<file path="src/lsm_params.svh">
/*
  Constants of the LIN mode controller pair: times, offsets, fields.
  Assumes a 250 MHz mclk; included by the device and host ends.
*/
// Functional notes
// - pin control ignores register port writes
// - select pin high or open selects register control
// - normal only via INIT, restart, standby
// - at regulator-on expiry check short and overvoltage
// - startup restart lasts the hold time, then standby
// - wake restart runs guard timer, expiry gives sleep
// - standby releases reset, starts watchdog, host kicks
// - host holds request, transmit, reset high for normal
// - normal and fast pass transmit and receive data
// - host holds request, transmit low for sleep
// - host holds request low, transmit high for standby
// - pin faults: restart or fail-safe
// - host transmit low pulse then request for fast
// - pin sleep wakes on bus, wake pin, request
// - wake restart needs standby and clean faults
// - fail-safe leaves only on wake, to restart
// - restart counter counts entries, host clears it
// - host writes normal code into link mode field
// - mode field codes standby, sleep, normal, fast
// - register faults: restart, fail-safe or sleep
// - fast code enters fast from standby or normal
// - control scheme fixed until power-on reset
// - brownout repeats the whole power-up
`ifndef LSM_PARAMS_SVH
`define LSM_PARAMS_SVH
`define LSM_CLK_NS          4
`define LSM_REG_ON_NS       4000
`define LSM_RESTART_HOLD_NS 8000
`define LSM_FAST_CHANGE_NS  2000
`define LSM_FAST_PULSE_NS   400
`define LSM_EN_TIME_NS      1000
`define LSM_INIT_WD_NS      16000
`define LSM_WAKE_GUARD_NS   40000
`define LSM_RESTART_LIMIT   15
`define LSM_LINK_CONTROL    8'h1D
`define LSM_RESTART_COUNTER 8'h28
`define LSM_MODE_HI         7
`define LSM_MODE_LO         6
`define LSM_SOFT_RST_BIT    0
`define LSM_FS_DIS_BIT      1
`define LSM_MODE_STANDBY    2'h0
`define LSM_MODE_SLEEP      2'h1
`define LSM_MODE_NORMAL     2'h2
`define LSM_MODE_FAST       2'h3
`define LSM_SYNC_RST        9'h081
`define LSM_H_CTRL          12'h000
`define LSM_H_CMD           12'h004
`define LSM_H_STAT          12'h008
`define LSM_CTRL_RST        4'h2
`define LSM_PIN_RST         3'h6
`define LSM_RESP_OK         2'h0
`define LSM_RESP_ERR        2'h2
`endif

</file>
<file path="src/lsm_pkg.sv">
/*
  Types shared by both ends of the LIN mode controller.
  Assumes nothing beyond a SystemVerilog compiler.
*/
package lsm_pkg;
    typedef enum logic [2:0] {
        st_por, st_init, st_restart, st_standby,
        st_normal, st_fast, st_sleep, st_failsafe
    } lsm_mode_t;
endpackage : lsm_pkg
</file>
<file path="src/lsm_link_if.sv">
/*
  Pins between the mode controller and its host: mode pins,
  LIN data, reset, watchdog kick and a byte register port.
  Assumes both ends share mclk.
*/
`timescale 1ns/10ps
interface lsm_link_if;
    logic       mode_request;
    logic       tx_data;
    logic       reset_pull_n;
    logic       wd_kick;
    logic       rx_data;
    logic       reset_out_n;
    logic       wake_request;
    logic       reg_valid;
    logic       reg_write;
    logic [7:0] reg_addr;
    logic [7:0] reg_wdata;
    logic       reg_ready;
    logic [7:0] reg_rdata;
    modport dev (
        input  mode_request, tx_data, reset_pull_n, wd_kick,
        input  reg_valid, reg_write, reg_addr, reg_wdata,
        output rx_data, reset_out_n, wake_request, reg_ready, reg_rdata
    );
    modport host (
        output mode_request, tx_data, reset_pull_n, wd_kick,
        output reg_valid, reg_write, reg_addr, reg_wdata,
        input  rx_data, reset_out_n, wake_request, reg_ready, reg_rdata
    );
endinterface : lsm_link_if

</file>
<file path="src/lsm_device.sv">
/*
  Mode state machine of the LIN system-basis device end.
  Assumes analog monitors and LIN/wake pins arrive asynchronously,
  and the host end shares mclk.
*/
`timescale 1ns/10ps
`include "lsm_params.svh"
module lsm_device
    import lsm_pkg::*;
#(
    parameter int CW            = 16,
    parameter int REG_ON_CYC    =
        (`LSM_REG_ON_NS + `LSM_CLK_NS - 1) / `LSM_CLK_NS,
    parameter int HOLD_CYC      =
        (`LSM_RESTART_HOLD_NS + `LSM_CLK_NS - 1) / `LSM_CLK_NS,
    parameter int FC_CYC        =
        (`LSM_FAST_CHANGE_NS + `LSM_CLK_NS - 1) / `LSM_CLK_NS,
    parameter int FP_CYC        =
        (`LSM_FAST_PULSE_NS + `LSM_CLK_NS - 1) / `LSM_CLK_NS,
    parameter int EN_CYC        =
        (`LSM_EN_TIME_NS + `LSM_CLK_NS - 1) / `LSM_CLK_NS,
    parameter int WD_CYC        = `LSM_INIT_WD_NS / `LSM_CLK_NS,
    parameter int GUARD_CYC     = `LSM_WAKE_GUARD_NS / `LSM_CLK_NS,
    parameter int RESTART_LIMIT = `LSM_RESTART_LIMIT
) (
    input  wire logic     mclk,
    input  wire logic     arst_n,
    lsm_link_if.dev       lnk,
    input  wire logic     control_select_pin,
    input  wire logic     supply_undervoltage,
    input  wire logic     supply_brownout,
    input  wire logic     regulator_undervoltage,
    input  wire logic     regulator_overvoltage,
    input  wire logic     thermal_shutdown,
    input  wire logic     regulator_short,
    input  wire logic     lin_bus_in,
    input  wire logic     wake_pin,
    output logic          lin_bus_out,
    output lsm_mode_t     mode_state
);
    // ----------------------------------------------------------------
    // elaboration check
    // ----------------------------------------------------------------
    if (CW < 8 || CW > 24 || REG_ON_CYC < 3 || HOLD_CYC < 1 ||
        FC_CYC < 1 || FP_CYC < 1 || EN_CYC < 1 || WD_CYC < 1 ||
        GUARD_CYC < 1 || RESTART_LIMIT < 1 || RESTART_LIMIT > 255 ||
        REG_ON_CYC >= 2**CW || HOLD_CYC >= 2**CW || WD_CYC >= 2**CW ||
        GUARD_CYC >= 2**CW || FC_CYC >= 2**CW || EN_CYC >= 2**CW) begin : g_chk
        $error("lsm_device: parameter out of range");
    end

    localparam logic [CW-1:0] L_REG_ON = CW'(REG_ON_CYC);
    localparam logic [CW-1:0] L_HOLD   = CW'(HOLD_CYC);
    localparam logic [CW-1:0] L_FC     = CW'(FC_CYC);
    localparam logic [CW-1:0] L_FP     = CW'(FP_CYC);
    localparam logic [CW-1:0] L_EN     = CW'(EN_CYC);
    localparam logic [CW-1:0] L_WD     = CW'(WD_CYC);
    localparam logic [CW-1:0] L_GUARD  = CW'(GUARD_CYC);
    localparam logic [7:0]    L_RLIM   = 8'(RESTART_LIMIT);

    function automatic logic [CW-1:0] sat_inc(input logic [CW-1:0] v);
        return (&v) ? v : v + 1'b1;
    endfunction : sat_inc

    // ----------------------------------------------------------------
    // input synchronisers: three stages, change once stages 2 and 3 agree
    // ----------------------------------------------------------------
    logic [8:0] raw, s1, s2, s3, flt, flt_q;
    wire  [8:0] next_flt = (~(s2 ^ s3) & s3) | ((s2 ^ s3) & flt);
    assign raw = {wake_pin, lin_bus_in, regulator_short, thermal_shutdown,
                  regulator_overvoltage, regulator_undervoltage,
                  supply_brownout, supply_undervoltage, control_select_pin};
    always_ff @(posedge mclk or negedge arst_n) begin
        if (!arst_n) begin
            s1    <= `LSM_SYNC_RST;
            s2    <= `LSM_SYNC_RST;
            s3    <= `LSM_SYNC_RST;
            flt   <= `LSM_SYNC_RST;
            flt_q <= `LSM_SYNC_RST;
        end else begin
            s1    <= raw;
            s2    <= s1;
            s3    <= s2;
            flt   <= next_flt;
            flt_q <= flt;
        end
    end

    wire sel_hi    = flt[0];
    wire sup_uv    = flt[1];
    wire brownout  = flt[2];
    wire reg_ov    = flt[4];
    wire reg_fault = |flt[6:3];
    wire lin_fall  = flt_q[7] & ~flt[7];
    wire wake_chg  = flt_q[8] ^ flt[8];

    // ----------------------------------------------------------------
    // state, timers and counters
    // ----------------------------------------------------------------
    lsm_mode_t     next_state;
    logic          spi_mode, guard_on, pulse_ok, kick_q, fs_dis;
    logic [1:0]    link_mode;
    logic [2:0]    code_q;
    logic [7:0]    rcnt;
    logic [CW-1:0] tmr, hold_cnt, txl_cnt, guard_cnt, wd_cnt;

    wire [2:0] code     = {lnk.mode_request, lnk.tx_data, lnk.reset_pull_n};
    wire       active   = mode_state == st_standby ||
                          mode_state == st_normal || mode_state == st_fast;
    wire       link_on  = mode_state == st_normal || mode_state == st_fast;
    wire       held_fc  = code == code_q && hold_cnt > L_FC;
    wire       held_fcm = code == code_q && hold_cnt >= L_FC;
    wire       held_en  = code == code_q && hold_cnt >= L_EN;
    wire       kick     = lnk.wd_kick & ~kick_q;
    wire       wd_fail  = active && wd_cnt >= L_WD;
    wire       guard_x  = guard_on && guard_cnt >= L_GUARD;
    wire       tx_rise  = lnk.tx_data & ~code_q[1];

    // register port: pin control answers but never accepts writes
    wire       reg_take = lnk.reg_valid & ~lnk.reg_ready;
    wire       reg_wr   = reg_take & lnk.reg_write & spi_mode;
    wire       wr_lc    = reg_wr && lnk.reg_addr == `LSM_LINK_CONTROL;
    wire       wr_rc    = reg_wr && lnk.reg_addr == `LSM_RESTART_COUNTER;
    wire [1:0] wr_mode  = lnk.reg_wdata[`LSM_MODE_HI:`LSM_MODE_LO];
    wire       soft_rst = wr_lc & lnk.reg_wdata[`LSM_SOFT_RST_BIT];
    wire [7:0] rd_val   =
        !spi_mode ? '0 :
        lnk.reg_addr == `LSM_LINK_CONTROL ?
            {link_mode, 4'h0, fs_dis, 1'b0} :
        lnk.reg_addr == `LSM_RESTART_COUNTER ? rcnt : '0;

    wire ext_rst  = ~lnk.reset_pull_n;
    wire rst_evt  = sup_uv | ext_rst | wd_fail | (spi_mode & soft_rst);
    wire wake_evt = lin_fall | wake_chg |
                    (~spi_mode & lnk.mode_request & held_fc);
    // too many restarts force fail-safe instead
    wire lsm_mode_t rst_tgt =
        (spi_mode && rcnt >= L_RLIM) ? st_failsafe : st_restart;
    wire lsm_mode_t flt_tgt =
        (spi_mode && fs_dis) ? st_sleep : st_failsafe;
    wire rst_entry = next_state == st_restart &&
                     mode_state != st_restart;

    // ----------------------------------------------------------------
    // next mode
    // ----------------------------------------------------------------
    always_comb begin
        next_state = mode_state;
        case (mode_state)
            st_por: begin
                if (tmr >= L_REG_ON)
                    next_state = (flt[6] | reg_ov) ? st_failsafe : st_init;
            end
            st_init: begin
                next_state = rst_tgt;
            end
            st_restart: begin
                if (guard_x)
                    next_state = st_sleep;
                else if (tmr >= L_HOLD && !(guard_on && reg_fault))
                    next_state = st_standby;
            end
            st_standby, st_normal, st_fast: begin
                if (rst_evt)
                    next_state = rst_tgt;
                else if (reg_fault)
                    next_state = flt_tgt;
                else if (spi_mode) begin
                    if (wr_lc) begin
                        case (wr_mode)
                            `LSM_MODE_STANDBY: next_state = st_standby;
                            `LSM_MODE_SLEEP:   next_state = st_sleep;
                            `LSM_MODE_NORMAL:  next_state = st_normal;
                            default:           next_state = st_fast;
                        endcase
                    end
                end else if (mode_state == st_standby) begin
                    if (code == 3'b111 && held_fc)
                        next_state = pulse_ok ? st_fast : st_normal;
                end else if (code == 3'b001 && held_en)
                    next_state = st_sleep;
                else if (code == 3'b011 && held_fcm)
                    next_state = st_standby;
            end
            st_sleep, st_failsafe: begin
                if (wake_evt)
                    next_state = rst_tgt;
            end
            default: next_state = st_por;
        endcase
        if (brownout)
            next_state = st_por;
    end

    // ----------------------------------------------------------------
    // clocked state
    // ----------------------------------------------------------------
    always_ff @(posedge mclk or negedge arst_n) begin
        if (!arst_n) begin
            mode_state <= st_por;
            spi_mode   <= 1'b1;
            tmr        <= '0;
            guard_on   <= 1'b0;
            guard_cnt  <= '0;
        end else begin
            mode_state <= next_state;
            tmr        <= next_state != mode_state ? '0 : sat_inc(tmr);
            if (mode_state == st_por)
                spi_mode <= sel_hi;
            if (rst_entry)
                guard_on <= mode_state == st_sleep ||
                            mode_state == st_failsafe;
            else if (next_state != st_restart)
                guard_on <= 1'b0;
            guard_cnt  <= (guard_on && !rst_entry) ? sat_inc(guard_cnt) : '0;
        end
    end

    // pin pattern hold and fast-entry transmit pulse
    always_ff @(posedge mclk or negedge arst_n) begin
        if (!arst_n) begin
            code_q   <= '0;
            hold_cnt <= '0;
            txl_cnt  <= '0;
            pulse_ok <= 1'b0;
        end else begin
            code_q   <= code;
            hold_cnt <= code != code_q ? '0 : sat_inc(hold_cnt);
            txl_cnt  <= lnk.tx_data ? '0 : sat_inc(txl_cnt);
            if (mode_state != st_standby)
                pulse_ok <= 1'b0;
            else if (tx_rise && txl_cnt >= L_FP)
                pulse_ok <= 1'b1;
        end
    end

    // watchdog: window restarts on a kick or on any mode change
    always_ff @(posedge mclk or negedge arst_n) begin
        if (!arst_n) begin
            kick_q <= 1'b0;
            wd_cnt <= '0;
        end else begin
            kick_q <= lnk.wd_kick;
            wd_cnt <= (!active || kick || mode_state != next_state) ?
                      '0 : sat_inc(wd_cnt);
        end
    end

    // registers; a counter bump in the cycle of a host write still lands
    always_ff @(posedge mclk or negedge arst_n) begin
        if (!arst_n) begin
            link_mode     <= `LSM_MODE_STANDBY;
            fs_dis        <= 1'b0;
            rcnt          <= '0;
            lnk.reg_ready <= 1'b0;
            lnk.reg_rdata <= '0;
        end else begin
            if (wr_lc) begin
                link_mode <= wr_mode;
                fs_dis    <= lnk.reg_wdata[`LSM_FS_DIS_BIT];
            end
            if (brownout)
                rcnt <= '0;
            else
                rcnt <= 8'((wr_rc ? lnk.reg_wdata : rcnt) +
                           {7'h0, rst_entry & spi_mode});
            lnk.reg_ready <= reg_take;
            if (reg_take)
                lnk.reg_rdata <= rd_val;
        end
    end

    // ----------------------------------------------------------------
    // pin outputs
    // ----------------------------------------------------------------
    always_ff @(posedge mclk or negedge arst_n) begin
        if (!arst_n) begin
            lin_bus_out      <= 1'b1;
            lnk.rx_data      <= 1'b1;
            lnk.reset_out_n  <= 1'b0;
            lnk.wake_request <= 1'b0;
        end else begin
            lin_bus_out      <= link_on ? lnk.tx_data : 1'b1;
            lnk.rx_data      <= link_on ? flt[7] : 1'b1;
            lnk.reset_out_n  <= active;
            lnk.wake_request <= mode_state != st_sleep &&
                                mode_state != st_failsafe &&
                                mode_state != st_por;
        end
    end
endmodule : lsm_device

</file>
<file path="src/flat_wrapper.sv">
// flat-port wrapper written by rule: the top's interface ports become plain ports
module lsm_device_flat import lsm_pkg::*;
#(
    parameter int CW            = 16,
    parameter int REG_ON_CYC    =
        (`LSM_REG_ON_NS + `LSM_CLK_NS - 1) / `LSM_CLK_NS,
    parameter int HOLD_CYC      =
        (`LSM_RESTART_HOLD_NS + `LSM_CLK_NS - 1) / `LSM_CLK_NS,
    parameter int FC_CYC        =
        (`LSM_FAST_CHANGE_NS + `LSM_CLK_NS - 1) / `LSM_CLK_NS,
    parameter int FP_CYC        =
        (`LSM_FAST_PULSE_NS + `LSM_CLK_NS - 1) / `LSM_CLK_NS,
    parameter int EN_CYC        =
        (`LSM_EN_TIME_NS + `LSM_CLK_NS - 1) / `LSM_CLK_NS,
    parameter int WD_CYC        = `LSM_INIT_WD_NS / `LSM_CLK_NS,
    parameter int GUARD_CYC     = `LSM_WAKE_GUARD_NS / `LSM_CLK_NS,
    parameter int RESTART_LIMIT = `LSM_RESTART_LIMIT
)
  (mclk, arst_n, control_select_pin, supply_undervoltage, supply_brownout, regulator_undervoltage, regulator_overvoltage, thermal_shutdown, regulator_short, lin_bus_in, wake_pin, lin_bus_out, mode_state, lnk_mode_request, lnk_tx_data, lnk_reset_pull_n, lnk_wd_kick, lnk_reg_valid, lnk_reg_write, lnk_reg_addr, lnk_reg_wdata, lnk_rx_data, lnk_reset_out_n, lnk_wake_request, lnk_reg_ready, lnk_reg_rdata);
  lsm_link_if lnk_i ();
  input  wire logic mclk;
  input  wire logic arst_n;
  input  wire logic control_select_pin;
  input  wire logic supply_undervoltage;
  input  wire logic supply_brownout;
  input  wire logic regulator_undervoltage;
  input  wire logic regulator_overvoltage;
  input  wire logic thermal_shutdown;
  input  wire logic regulator_short;
  input  wire logic lin_bus_in;
  input  wire logic wake_pin;
  output logic lin_bus_out;
  output lsm_mode_t mode_state;
  input wire logic [$bits(lnk_i.mode_request)-1:0] lnk_mode_request;
  input wire logic [$bits(lnk_i.tx_data)-1:0] lnk_tx_data;
  input wire logic [$bits(lnk_i.reset_pull_n)-1:0] lnk_reset_pull_n;
  input wire logic [$bits(lnk_i.wd_kick)-1:0] lnk_wd_kick;
  input wire logic [$bits(lnk_i.reg_valid)-1:0] lnk_reg_valid;
  input wire logic [$bits(lnk_i.reg_write)-1:0] lnk_reg_write;
  input wire logic [$bits(lnk_i.reg_addr)-1:0] lnk_reg_addr;
  input wire logic [$bits(lnk_i.reg_wdata)-1:0] lnk_reg_wdata;
  output wire logic [$bits(lnk_i.rx_data)-1:0] lnk_rx_data;
  output wire logic [$bits(lnk_i.reset_out_n)-1:0] lnk_reset_out_n;
  output wire logic [$bits(lnk_i.wake_request)-1:0] lnk_wake_request;
  output wire logic [$bits(lnk_i.reg_ready)-1:0] lnk_reg_ready;
  output wire logic [$bits(lnk_i.reg_rdata)-1:0] lnk_reg_rdata;
  assign lnk_i.mode_request = lnk_mode_request;
  assign lnk_i.tx_data = lnk_tx_data;
  assign lnk_i.reset_pull_n = lnk_reset_pull_n;
  assign lnk_i.wd_kick = lnk_wd_kick;
  assign lnk_i.reg_valid = lnk_reg_valid;
  assign lnk_i.reg_write = lnk_reg_write;
  assign lnk_i.reg_addr = lnk_reg_addr;
  assign lnk_i.reg_wdata = lnk_reg_wdata;
  assign lnk_rx_data = lnk_i.rx_data;
  assign lnk_reset_out_n = lnk_i.reset_out_n;
  assign lnk_wake_request = lnk_i.wake_request;
  assign lnk_reg_ready = lnk_i.reg_ready;
  assign lnk_reg_rdata = lnk_i.reg_rdata;
  lsm_device #(.CW(CW), .REG_ON_CYC(REG_ON_CYC), .HOLD_CYC(HOLD_CYC), .FC_CYC(FC_CYC), .FP_CYC(FP_CYC), .EN_CYC(EN_CYC), .WD_CYC(WD_CYC), .GUARD_CYC(GUARD_CYC), .RESTART_LIMIT(RESTART_LIMIT)) u_core (.mclk(mclk), .arst_n(arst_n), .lnk(lnk_i), .control_select_pin(control_select_pin), .supply_undervoltage(supply_undervoltage), .supply_brownout(supply_brownout), .regulator_undervoltage(regulator_undervoltage), .regulator_overvoltage(regulator_overvoltage), .thermal_shutdown(thermal_shutdown), .regulator_short(regulator_short), .lin_bus_in(lin_bus_in), .wake_pin(wake_pin), .lin_bus_out(lin_bus_out), .mode_state(mode_state));
endmodule
</file>
<file path="config.mk">
export PLATFORM = sky130hd
export DESIGN_NAME = lsm_device_flat
export DESIGN_NICKNAME = d
export VERILOG_FILES = /design/src/lsm_pkg.sv /design/src/lsm_link_if.sv /design/src/lsm_device.sv /design/src/flat_wrapper.sv
export VERILOG_INCLUDE_DIRS = /design/src /design/src/src
export SDC_FILE = /design/constraint.sdc
export NUM_CORES = 1
export LEC_CHECK = 0
export ABC_CLOCK_PERIOD_IN_PS = 4600
export BUFFER_PORTS_ARGS = -buffer_cell sky130_fd_sc_hd__buf_4
export CAP_MARGIN = 30
export CORE_ASPECT_RATIO = 1.4
export CORE_UTILIZATION = 25
export DETAILED_ROUTE_END_ITERATION = 12
export PLACE_DENSITY = 0.36
export SETUP_SLACK_MARGIN = 0.05
export SYNTH_ARGS = -nofsm -noshare
export SYNTH_HDL_FRONTEND = slang
export SYNTH_SLANG_ARGS = --single-unit
</file>
<file path="constraint.sdc">
create_clock -name mclk -period 4.6 [get_ports mclk]
set_input_delay 0.69 -clock mclk [delete_from_list [all_inputs] [get_ports mclk]]
set_output_delay 0.69 -clock mclk [all_outputs]
set_load 0.01 [all_outputs]
</file>
# Word level (Yosys, flattened, before mapping)
# Cells that the tools add are included.
[word_totals] ff_bits=159 inputBits=33 out_inout_bits=16 elab_cells=179
[op_classes] n_addsub=6 order_cmp=9 eq_ne=29 muxes=40 bitwise=29 reduce_logical=41
[ops] op="16-bit two-way mux" n=10
[ops] op="16-bit by 1-bit adder with 16-bit output, second input constant" n=5
[ops] op="16-bit AND reduction" n=5
[ops] op="3-bit two-way mux" n=15
[ops] op="8-bit two-way mux" n=5
[ops] op="1-bit logical AND" n=19
[ops] op="9-bit AND" n=2
[ops] op="16-bit by 10-bit greater-or-equal comparator with 1-bit output, second input constant" n=1
[ops] op="16-bit by 11-bit greater-or-equal comparator with 1-bit output, second input constant" n=1
[ops] op="16-bit by 12-bit greater-or-equal comparator with 1-bit output, second input constant" n=1
[ops] op="16-bit by 14-bit greater-or-equal comparator with 1-bit output, second input constant" n=1
[ops] op="16-bit by 7-bit greater-or-equal comparator with 1-bit output, second input constant" n=1
[ops] op="16-bit by 8-bit greater-or-equal comparator with 1-bit output, second input constant" n=1
[ops] op="16-bit by 9-bit greater-or-equal comparator with 1-bit output, second input constant" n=1
[ops] op="16-bit by 9-bit > comparator with 1-bit output, second input constant" n=1
[ops] op="3-bit == test, second input constant" n=5
[ops] op="3-bit one-hot mux with 5 select lines" n=1
[ops] op="3-bit by 2-bit == test with 1-bit output, second input constant" n=4
[ops] op="1-bit AND" n=11
[ops] op="3-bit by 2-bit != test with 1-bit output, second input constant" n=3
[ops] op="3-bit != test" n=3
[ops] op="9-bit NOT" n=1
[ops] op="9-bit bitwise OR" n=1
[ops] op="3-bit one-hot mux with 3 select lines" n=1
[ops] op="other kinds (25)" n=55

# Depth between registers and ports, before layout
[logic_depth] word_depth=16 depth_mapped=16 mapped_depth_nobuf=16

# Least setup slack after synthesis
# OpenSTA, ideal clock, no wires.
[synth_timing] path_type="input to register" startpoint="input lnk_reg_addr[1]" endpoint="register u_core.rcnt[4]" setup_time_ns=0.132 arrival_time_ns=3.500 required_ns=4.468 setup_slack_ns=0.968 stages=15 n_path_buf=1 path_cell_list="nor4b_2 -> and3_1 -> clkbuf_1 -> mux2i_1 -> a22o_1 -> o31ai_1 -> o21ai_0 -> or3_1 -> nor3_1 -> ha_1 -> ha_1 -> nor2b_1 -> and2_1 -> xor2_1 -> nor2_1"
[synth_between] elab_chain_cells=13 word_cells_on_any_way=19 cone_classes="1 x add/sub; 3 x eq/ne; 8 x mux; 4 x bitwise; 3 x reduce/logical"
[synth_rtl] item="from (decl)" line_no="flat_wrapper.sv:40" rtl="input wire logic [$bits(lnk_i.reg_addr)-1:0] lnk_reg_addr;"
[synth_rtl] item="8-bit by 5-bit == test with 1-bit output (no line)"
[synth_rtl] item="1-bit logical AND (no line)"
[synth_rtl] item="3-bit two-way mux or 1-bit AND (tied branches)" line_no="lsm_device.sv:169, lsm_device.sv:125"
[synth_rtl] item="3-bit two-way mux or 1-bit AND (tied branches)" line_no="lsm_device.sv:168, lsm_device.sv:133"
[synth_rtl] item="3-bit two-way mux or 1-bit bitwise OR (tied branches)" line_no="lsm_device.sv:166, lsm_device.sv:133"
[synth_rtl] item="3-bit two-way mux" line_no="lsm_device.sv:164" rtl="if (rst_evt)"
[synth_rtl] item="3-bit one-hot mux with 5 select lines" line_no="lsm_device.sv:149" rtl="case (mode_state)"
[synth_rtl] item="3-bit two-way mux" line_no="lsm_device.sv:191" rtl="if (brownout)"
[synth_rtl] item="3-bit by 2-bit == test with 1-bit output" line_no="lsm_device.sv:141" rtl="wire rst_entry = next_state == st_restart &&"
[synth_rtl] item="1-bit logical AND" line_no="lsm_device.sv:141"
[synth_rtl] item="1-bit AND" line_no="lsm_device.sv:266" rtl="{7'h0, rst_entry & spi_mode});"
[synth_rtl] item="8-bit by 1-bit adder with 8-bit output (*)" line_no="lsm_device.sv:265" rtl="rcnt <= 8'((wr_rc ? lnk.reg_wdata : rcnt) +"
[synth_rtl] item="8-bit two-way mux (*)" line_no="lsm_device.sv:262" rtl="if (brownout)"
[synth_rtl] item="to (signal assigned)" line_no="lsm_device.sv:265"
[synth_rtl] item="to (decl)" line_no="lsm_device.sv:104" rtl="logic [7:0] rcnt;"
# Mark *: on every way between the ends. The rest lies on a longest branch, timed or not.
# A chain may end at the register's enable or synchronous reset.

# Worst setup path after layout
[layout_timing] startpoint="register u_core.hold_cnt[12]" endpoint="register u_core.rcnt[4]"
[layout_between] elab_chain_cells=16 word_cells_on_any_way=26 cone_classes="1 x add/sub; 3 x order compare; 1 x eq/ne; 11 x mux; 3 x bitwise; 7 x reduce/logical"
[layout_rtl] item="from (decl)" line_no="lsm_device.sv:105" rtl="logic [CW-1:0] tmr, hold_cnt, txl_cnt, guard_cnt, wd_cnt;"
[layout_rtl] item="from (signal assigned)" line_no="lsm_device.sv:228" rtl="hold_cnt <= code != code_q ? '0 : sat_inc(hold_cnt);"
[layout_rtl] item="16-bit by 9-bit greater-or-equal comparator with 1-bit output" line_no="lsm_device.sv:112" rtl="wire held_fcm = code == code_q && hold_cnt >= L_FC;"
[layout_rtl] item="1-bit logical AND" line_no="lsm_device.sv:112"
[layout_rtl] item="1-bit logical AND" line_no="lsm_device.sv:182" rtl="else if (code == 3'b011 && held_fcm)"
[layout_rtl] item="3-bit two-way mux" line_no="lsm_device.sv:182"
[layout_rtl] item="3-bit two-way mux" line_no="lsm_device.sv:180" rtl="end else if (code == 3'b001 && held_en)"
[layout_rtl] item="3-bit two-way mux" line_no="lsm_device.sv:177" rtl="end else if (mode_state == st_standby) begin"
[layout_rtl] item="3-bit two-way mux" line_no="lsm_device.sv:168" rtl="else if (spi_mode) begin"
[layout_rtl] item="3-bit two-way mux" line_no="lsm_device.sv:166" rtl="else if (reg_fault)"
[layout_rtl] item="3-bit two-way mux" line_no="lsm_device.sv:164"
[layout_rtl] item="3-bit one-hot mux with 5 select lines (*)" line_no="lsm_device.sv:149"
[layout_rtl] item="3-bit two-way mux (*)" line_no="lsm_device.sv:191"
[layout_rtl] item="3-bit by 2-bit == test with 1-bit output (*)" line_no="lsm_device.sv:141"
[layout_rtl] item="1-bit logical AND (*)" line_no="lsm_device.sv:141"
[layout_rtl] item="1-bit AND (*)" line_no="lsm_device.sv:266"
[layout_rtl] item="8-bit by 1-bit adder with 8-bit output (*)" line_no="lsm_device.sv:265"
[layout_rtl] item="8-bit two-way mux (*)" line_no="lsm_device.sv:262"
# Marks and branches as above.

==> flow_metrics.py <==
metrics = {
    "global_routing": {
        "grt_overflow_total": 0,
        "gr-max-usage-layer": "met2",
        "globalRouteMet3Util": 0.0311,
        "track_usage": 0.125,
        "antenna_found_initial": 0,
        "gr-usage-met1": 0.148,
        "global_route.usage.met2": 0.219,
        "grt_first_pass_wirelength_um": 29400,
        "grt_max_degree": 98,
        "vias_in_the_first_global_route": 5677,
    },
    "power": {
        "report.power.total_mw": 3.52,
        "power.static_leakage_nw": 3.62,
        "vdd_ir_drop_max_v": 0.000226,
        "power_density_nw_per_um2": 404,
    },
    "synth": {
        "synth.yosys.seq_area_share": 0.526,
        "avgSynthCellArea_sq_um": 10.4,
        "synth_enable_flop_cells": 0,
        "ys_seq_elements": 152,
        "synth.top_cells.by_area": "sky130_fd_sc_hd__dfrtp_1 48%, sky130_fd_sc_hd__xor2_1 4.6%, sky130_fd_sc_hd__dfstp_2 4.3%",
        "yosys.cell_count.top_type": "sky130_fd_sc_hd__dfrtp_1",
        "post-synth-top-area-fraction": 0.482,
        "synth_top_flop_cell": "sky130_fd_sc_hd__dfrtp_1",
        "synth_cells": 701,
        "yosysWarningCount": 0,
        "synth.largest_area_cell": "sky130_fd_sc_hd__dfrtp_1",
        "post_synth_instance_area_sq_um": 7260,
        "netlist_top_cells_count": "140 x sky130_fd_sc_hd__dfrtp_1, 75 x sky130_fd_sc_hd__nor2_1, 47 x sky130_fd_sc_hd__nand2_1",
        "ys_types": 65,
        "async_reset_ff_frac": 1.00,
    },
    "die": {
        "standard_cell_row_count": 73,
        "initial_utilization": 0.255,
        "chipHeight_um": 204,
        "fp.coreArea_sq_um": 28500,
        "die_area_sq_um": 29700,
        "fp.dieW_um": 146,
        "ioPinCount": 49,
    },
    "worst_setup_path": {
        "reg_to_reg_critical_path_endpoint": "u_core.rcnt[4]$_DFF_PN0_",
        "crit_path_end_kind": "flop",
        "crit_path_required_time_ns": 4.90,
        "timing.setup.critical_path_class": "reg2reg",
        "worst_path_max_delay_cell": "sky130_fd_sc_hd__or4_4",
        "crit_chain": "or4_4, nor4_4, a31oi_1, a22o_1, o31ai_1, o21ai_0, or3_1, nor3_1, ha_1, ha_1, nor2b_1, and2_1, xor2_1, nor2_1",
        "worstReg2RegStart": "u_core.hold_cnt[12]$_DFFE_PN0P_",
        "timing.critical_path.fanout_max": 5,
        "timing.reg2reg.setup_slack_ns": 0.57,
        "crit_path_frequent_cell": "sky130_fd_sc_hd__ha_1",
        "ff2ff_path_depth": 14,
        "timing.critical_path.slowest_cell_delay_ns": 0.55,
        "worstSetupStartpointType": "flop",
        "arrival_ns": 4.33,
    },
    "clock_tree": {
        "worst_skew_pair_latency_ns": 0.43,
        "clock_tree.htree_level_count": 4,
        "cts.root.buffer_cell": "sky130_fd_sc_hd__clkbuf_16",
        "cts_tree": "done",
        "ctsHoldBuffers": 0,
        "cts_made_buffers": 17,
        "numClockSinks": 152,
        "cts_repair_resize_count": 0,
        "cts.repair_timing.setup_buffer_count": 0,
        "clkSlewWorstSetupHoldPaths_ns": 0.06,
        "cts.path.max_buffers": 2,
    },
    "final_layout": {
        "ff_latch_area_sq_um": 3820,
        "areaGrowthSynthToFinish_pct": 19.7,
        "insertedDiodeCount": 0,
        "multi_input_area_sq_um": 3260,
        "filler_cell_count": 2968,
        "post_route_core_utilization": 0.305,
        "drive_gt1_frac": 0.154,
        "instances_no_fill": 1146,
        "layout.nets": 807,
    },
    "route": {
        "route.antenna.remaining_nets": 0,
        "num_vias": 5304,
        "detail_route.drc_violations": 0,
        "drt_iter0_drc": 253,
        "drt_wl_total_um": 17300,
        "detailedRoute.firstPassIterationCount": 4,
        "routed_via_density": 4.63,
        "detail_route.wl_per_cell_um": 15.1,
    },
    "timing": {
        "timing.final.hold_violations": 0,
        "fin_worst_hold_slack_ns": 0.0500,
        "final_min_period_over_clock_period": 0.876,
        "timing.final.crit_period_ns": 4.03,
        "relSlewSlack": 0.385,
        "tightestPinTransition_ns": 0.914,
        "achievable-frequency_ghz": 0.248,
        "final_max_slew_viol_count": 0,
        "setup_tns_after_final_layout_ns": 0,
        "clock-skew-final_ns": 0.0104,
        "unrepaired_setup_endpoints_after_global_routing": "no",
        "setup_violations": 0,
    },
    "worst_hold_path": {
        "worst_hold_path_class": "in2async",
    },
    "place": {
        "numPortBuffers": 48,
        "number_of_instances_in_the_placed_design": 1113,
        "finalWeightedCongestion": 0.811,
        "hpwl_um": 12100,
    },
    "flow_run": {
        "max-cap-violations": 0,
    },
    "run_status": {
        "status": "finished clean",
    },
}
[layout by cell type (no fill, tap or decap), drive strengths merged, types with 10 or more instances in the layout]
master / count
dfstp: 12
nand4: 23
nand2: 47
nor3: 32
a21oi: 23
nor2: 75
nor4: 23
nand3: 31
nor2b: 10
and3: 18
buf: 59
inv: 28
xnor2: 32
xor2: 38
clkbuf: 18
ha: 16
dfrtp: 140
o21ai: 21
[sequential cells by signal (all words and copies together), names as in the netlist, 2 cells and up, named ones only]
name                  flops
u_core.txl_cnt           16
u_core.s1                 9
u_core.s3                 9
u_core.link_mode          2
u_core.guard_cnt         16
u_core.code_q             3
u_core.wd_cnt            16
u_core.hold_cnt          16
u_core.tmr               16
u_core.s2                 9
u_core.flt_q              2
u_core.mode_state         3
u_core.lnk.reg_rdata      8
u_core.rcnt               8
[worst max-delay path, delay by kind of cell (launching register included)]
| kind | cells | cell delay, ns |
|---|---|---|
| and+or+nand+nor | 7 | 1.93 |
| adders and majority gates | 2 | 0.38 |
| xor gates and xnor gates | 1 | 0.14 |
| AOI/OAI and AO/OA | 4 | 1.04 |
| DFF | 1 | 0.40 |
[metrics by stage]
| step | cell area [sq um] | setup slack, ns |
|---|---|---|
| CTS | 8670 | 0.512 |
| finish | 8690 | 0.570 |
| global route | 8690 | 0.227 |
| detailed placement | 8090 | 0.163 |
| floorplan | 7270 | 0.968 |
| global placement | 8090 | 0.331 |
[routing by layer]
metal / wire length [um] / up-vias
li1: - / 2588
met1: 7910 / 2631
met2: 8590 / 67
met3: 547 / 18
met4: 281 / 0
met5: 0 / -
[power by group]
part           internal, mW  switching (mW)
registers              1.41          0.0652
clock network         0.800           0.591
logic                 0.201           0.447
total                  2.41            1.10
[final cells by class]
| type | instances | share of cell area |
|---|---|---|
| Sequential cell | 152 | 0.439 |
| Multi-Input combinational cell | 501 | 0.375 |
| Tap cell | 375 | 0.0540 |
| Timing Repair Buffer | 59 | 0.0537 |
| Clock buffer | 18 | 0.0494 |
| Clock inverter | 14 | 0.0176 |
| Inverter | 27 | 0.0117 |
[kinds of logic (layout without fill, tap and decap cells)]
group | after synthesis | count (layout) | share of synthesized area
flip-flops | 152 | 152 | 0.526
adder cells (fa/ha/maj) | 25 | 25 | 0.0400
buffers and inverters | 51 | 118 | 0.0277
XOR/XNOR | 70 | 70 | 0.0844
multiplexers | 11 | 11 | 0.0160
AND/OR/NAND/NOR | 297 | 297 | 0.217
AO/OA/AOI/OAI | 94 | 94 | 0.0880
other | 1 | 4 | 0.000516
[worst max-delay path by stage]
stage,start,endpoint,slack [ns],depth (start not counted)
6_report,u_core.hold_cnt[12]$_DFFE_PN0P_,u_core.rcnt[4]$_DFF_PN0_,0.57,14
5_1_grt,u_core.hold_cnt[12]$_DFFE_PN0P_,u_core.rcnt[4]$_DFF_PN0_,0.23,14
4_1_cts,u_core.hold_cnt[12]$_DFFE_PN0P_,u_core.rcnt[4]$_DFF_PN0_,0.51,14
3_5_place_dp,lnk_tx_data,u_core.rcnt[4]$_DFF_PN0_,0.16,16
3_3_place_gp,lnk_tx_data,u_core.rcnt[4]$_DFF_PN0_,0.33,16
2_1_floorplan,lnk_reg_addr[1],u_core.rcnt[4]$_DFF_PN0_,0.97,15
(Power assumes the default switching activity.)
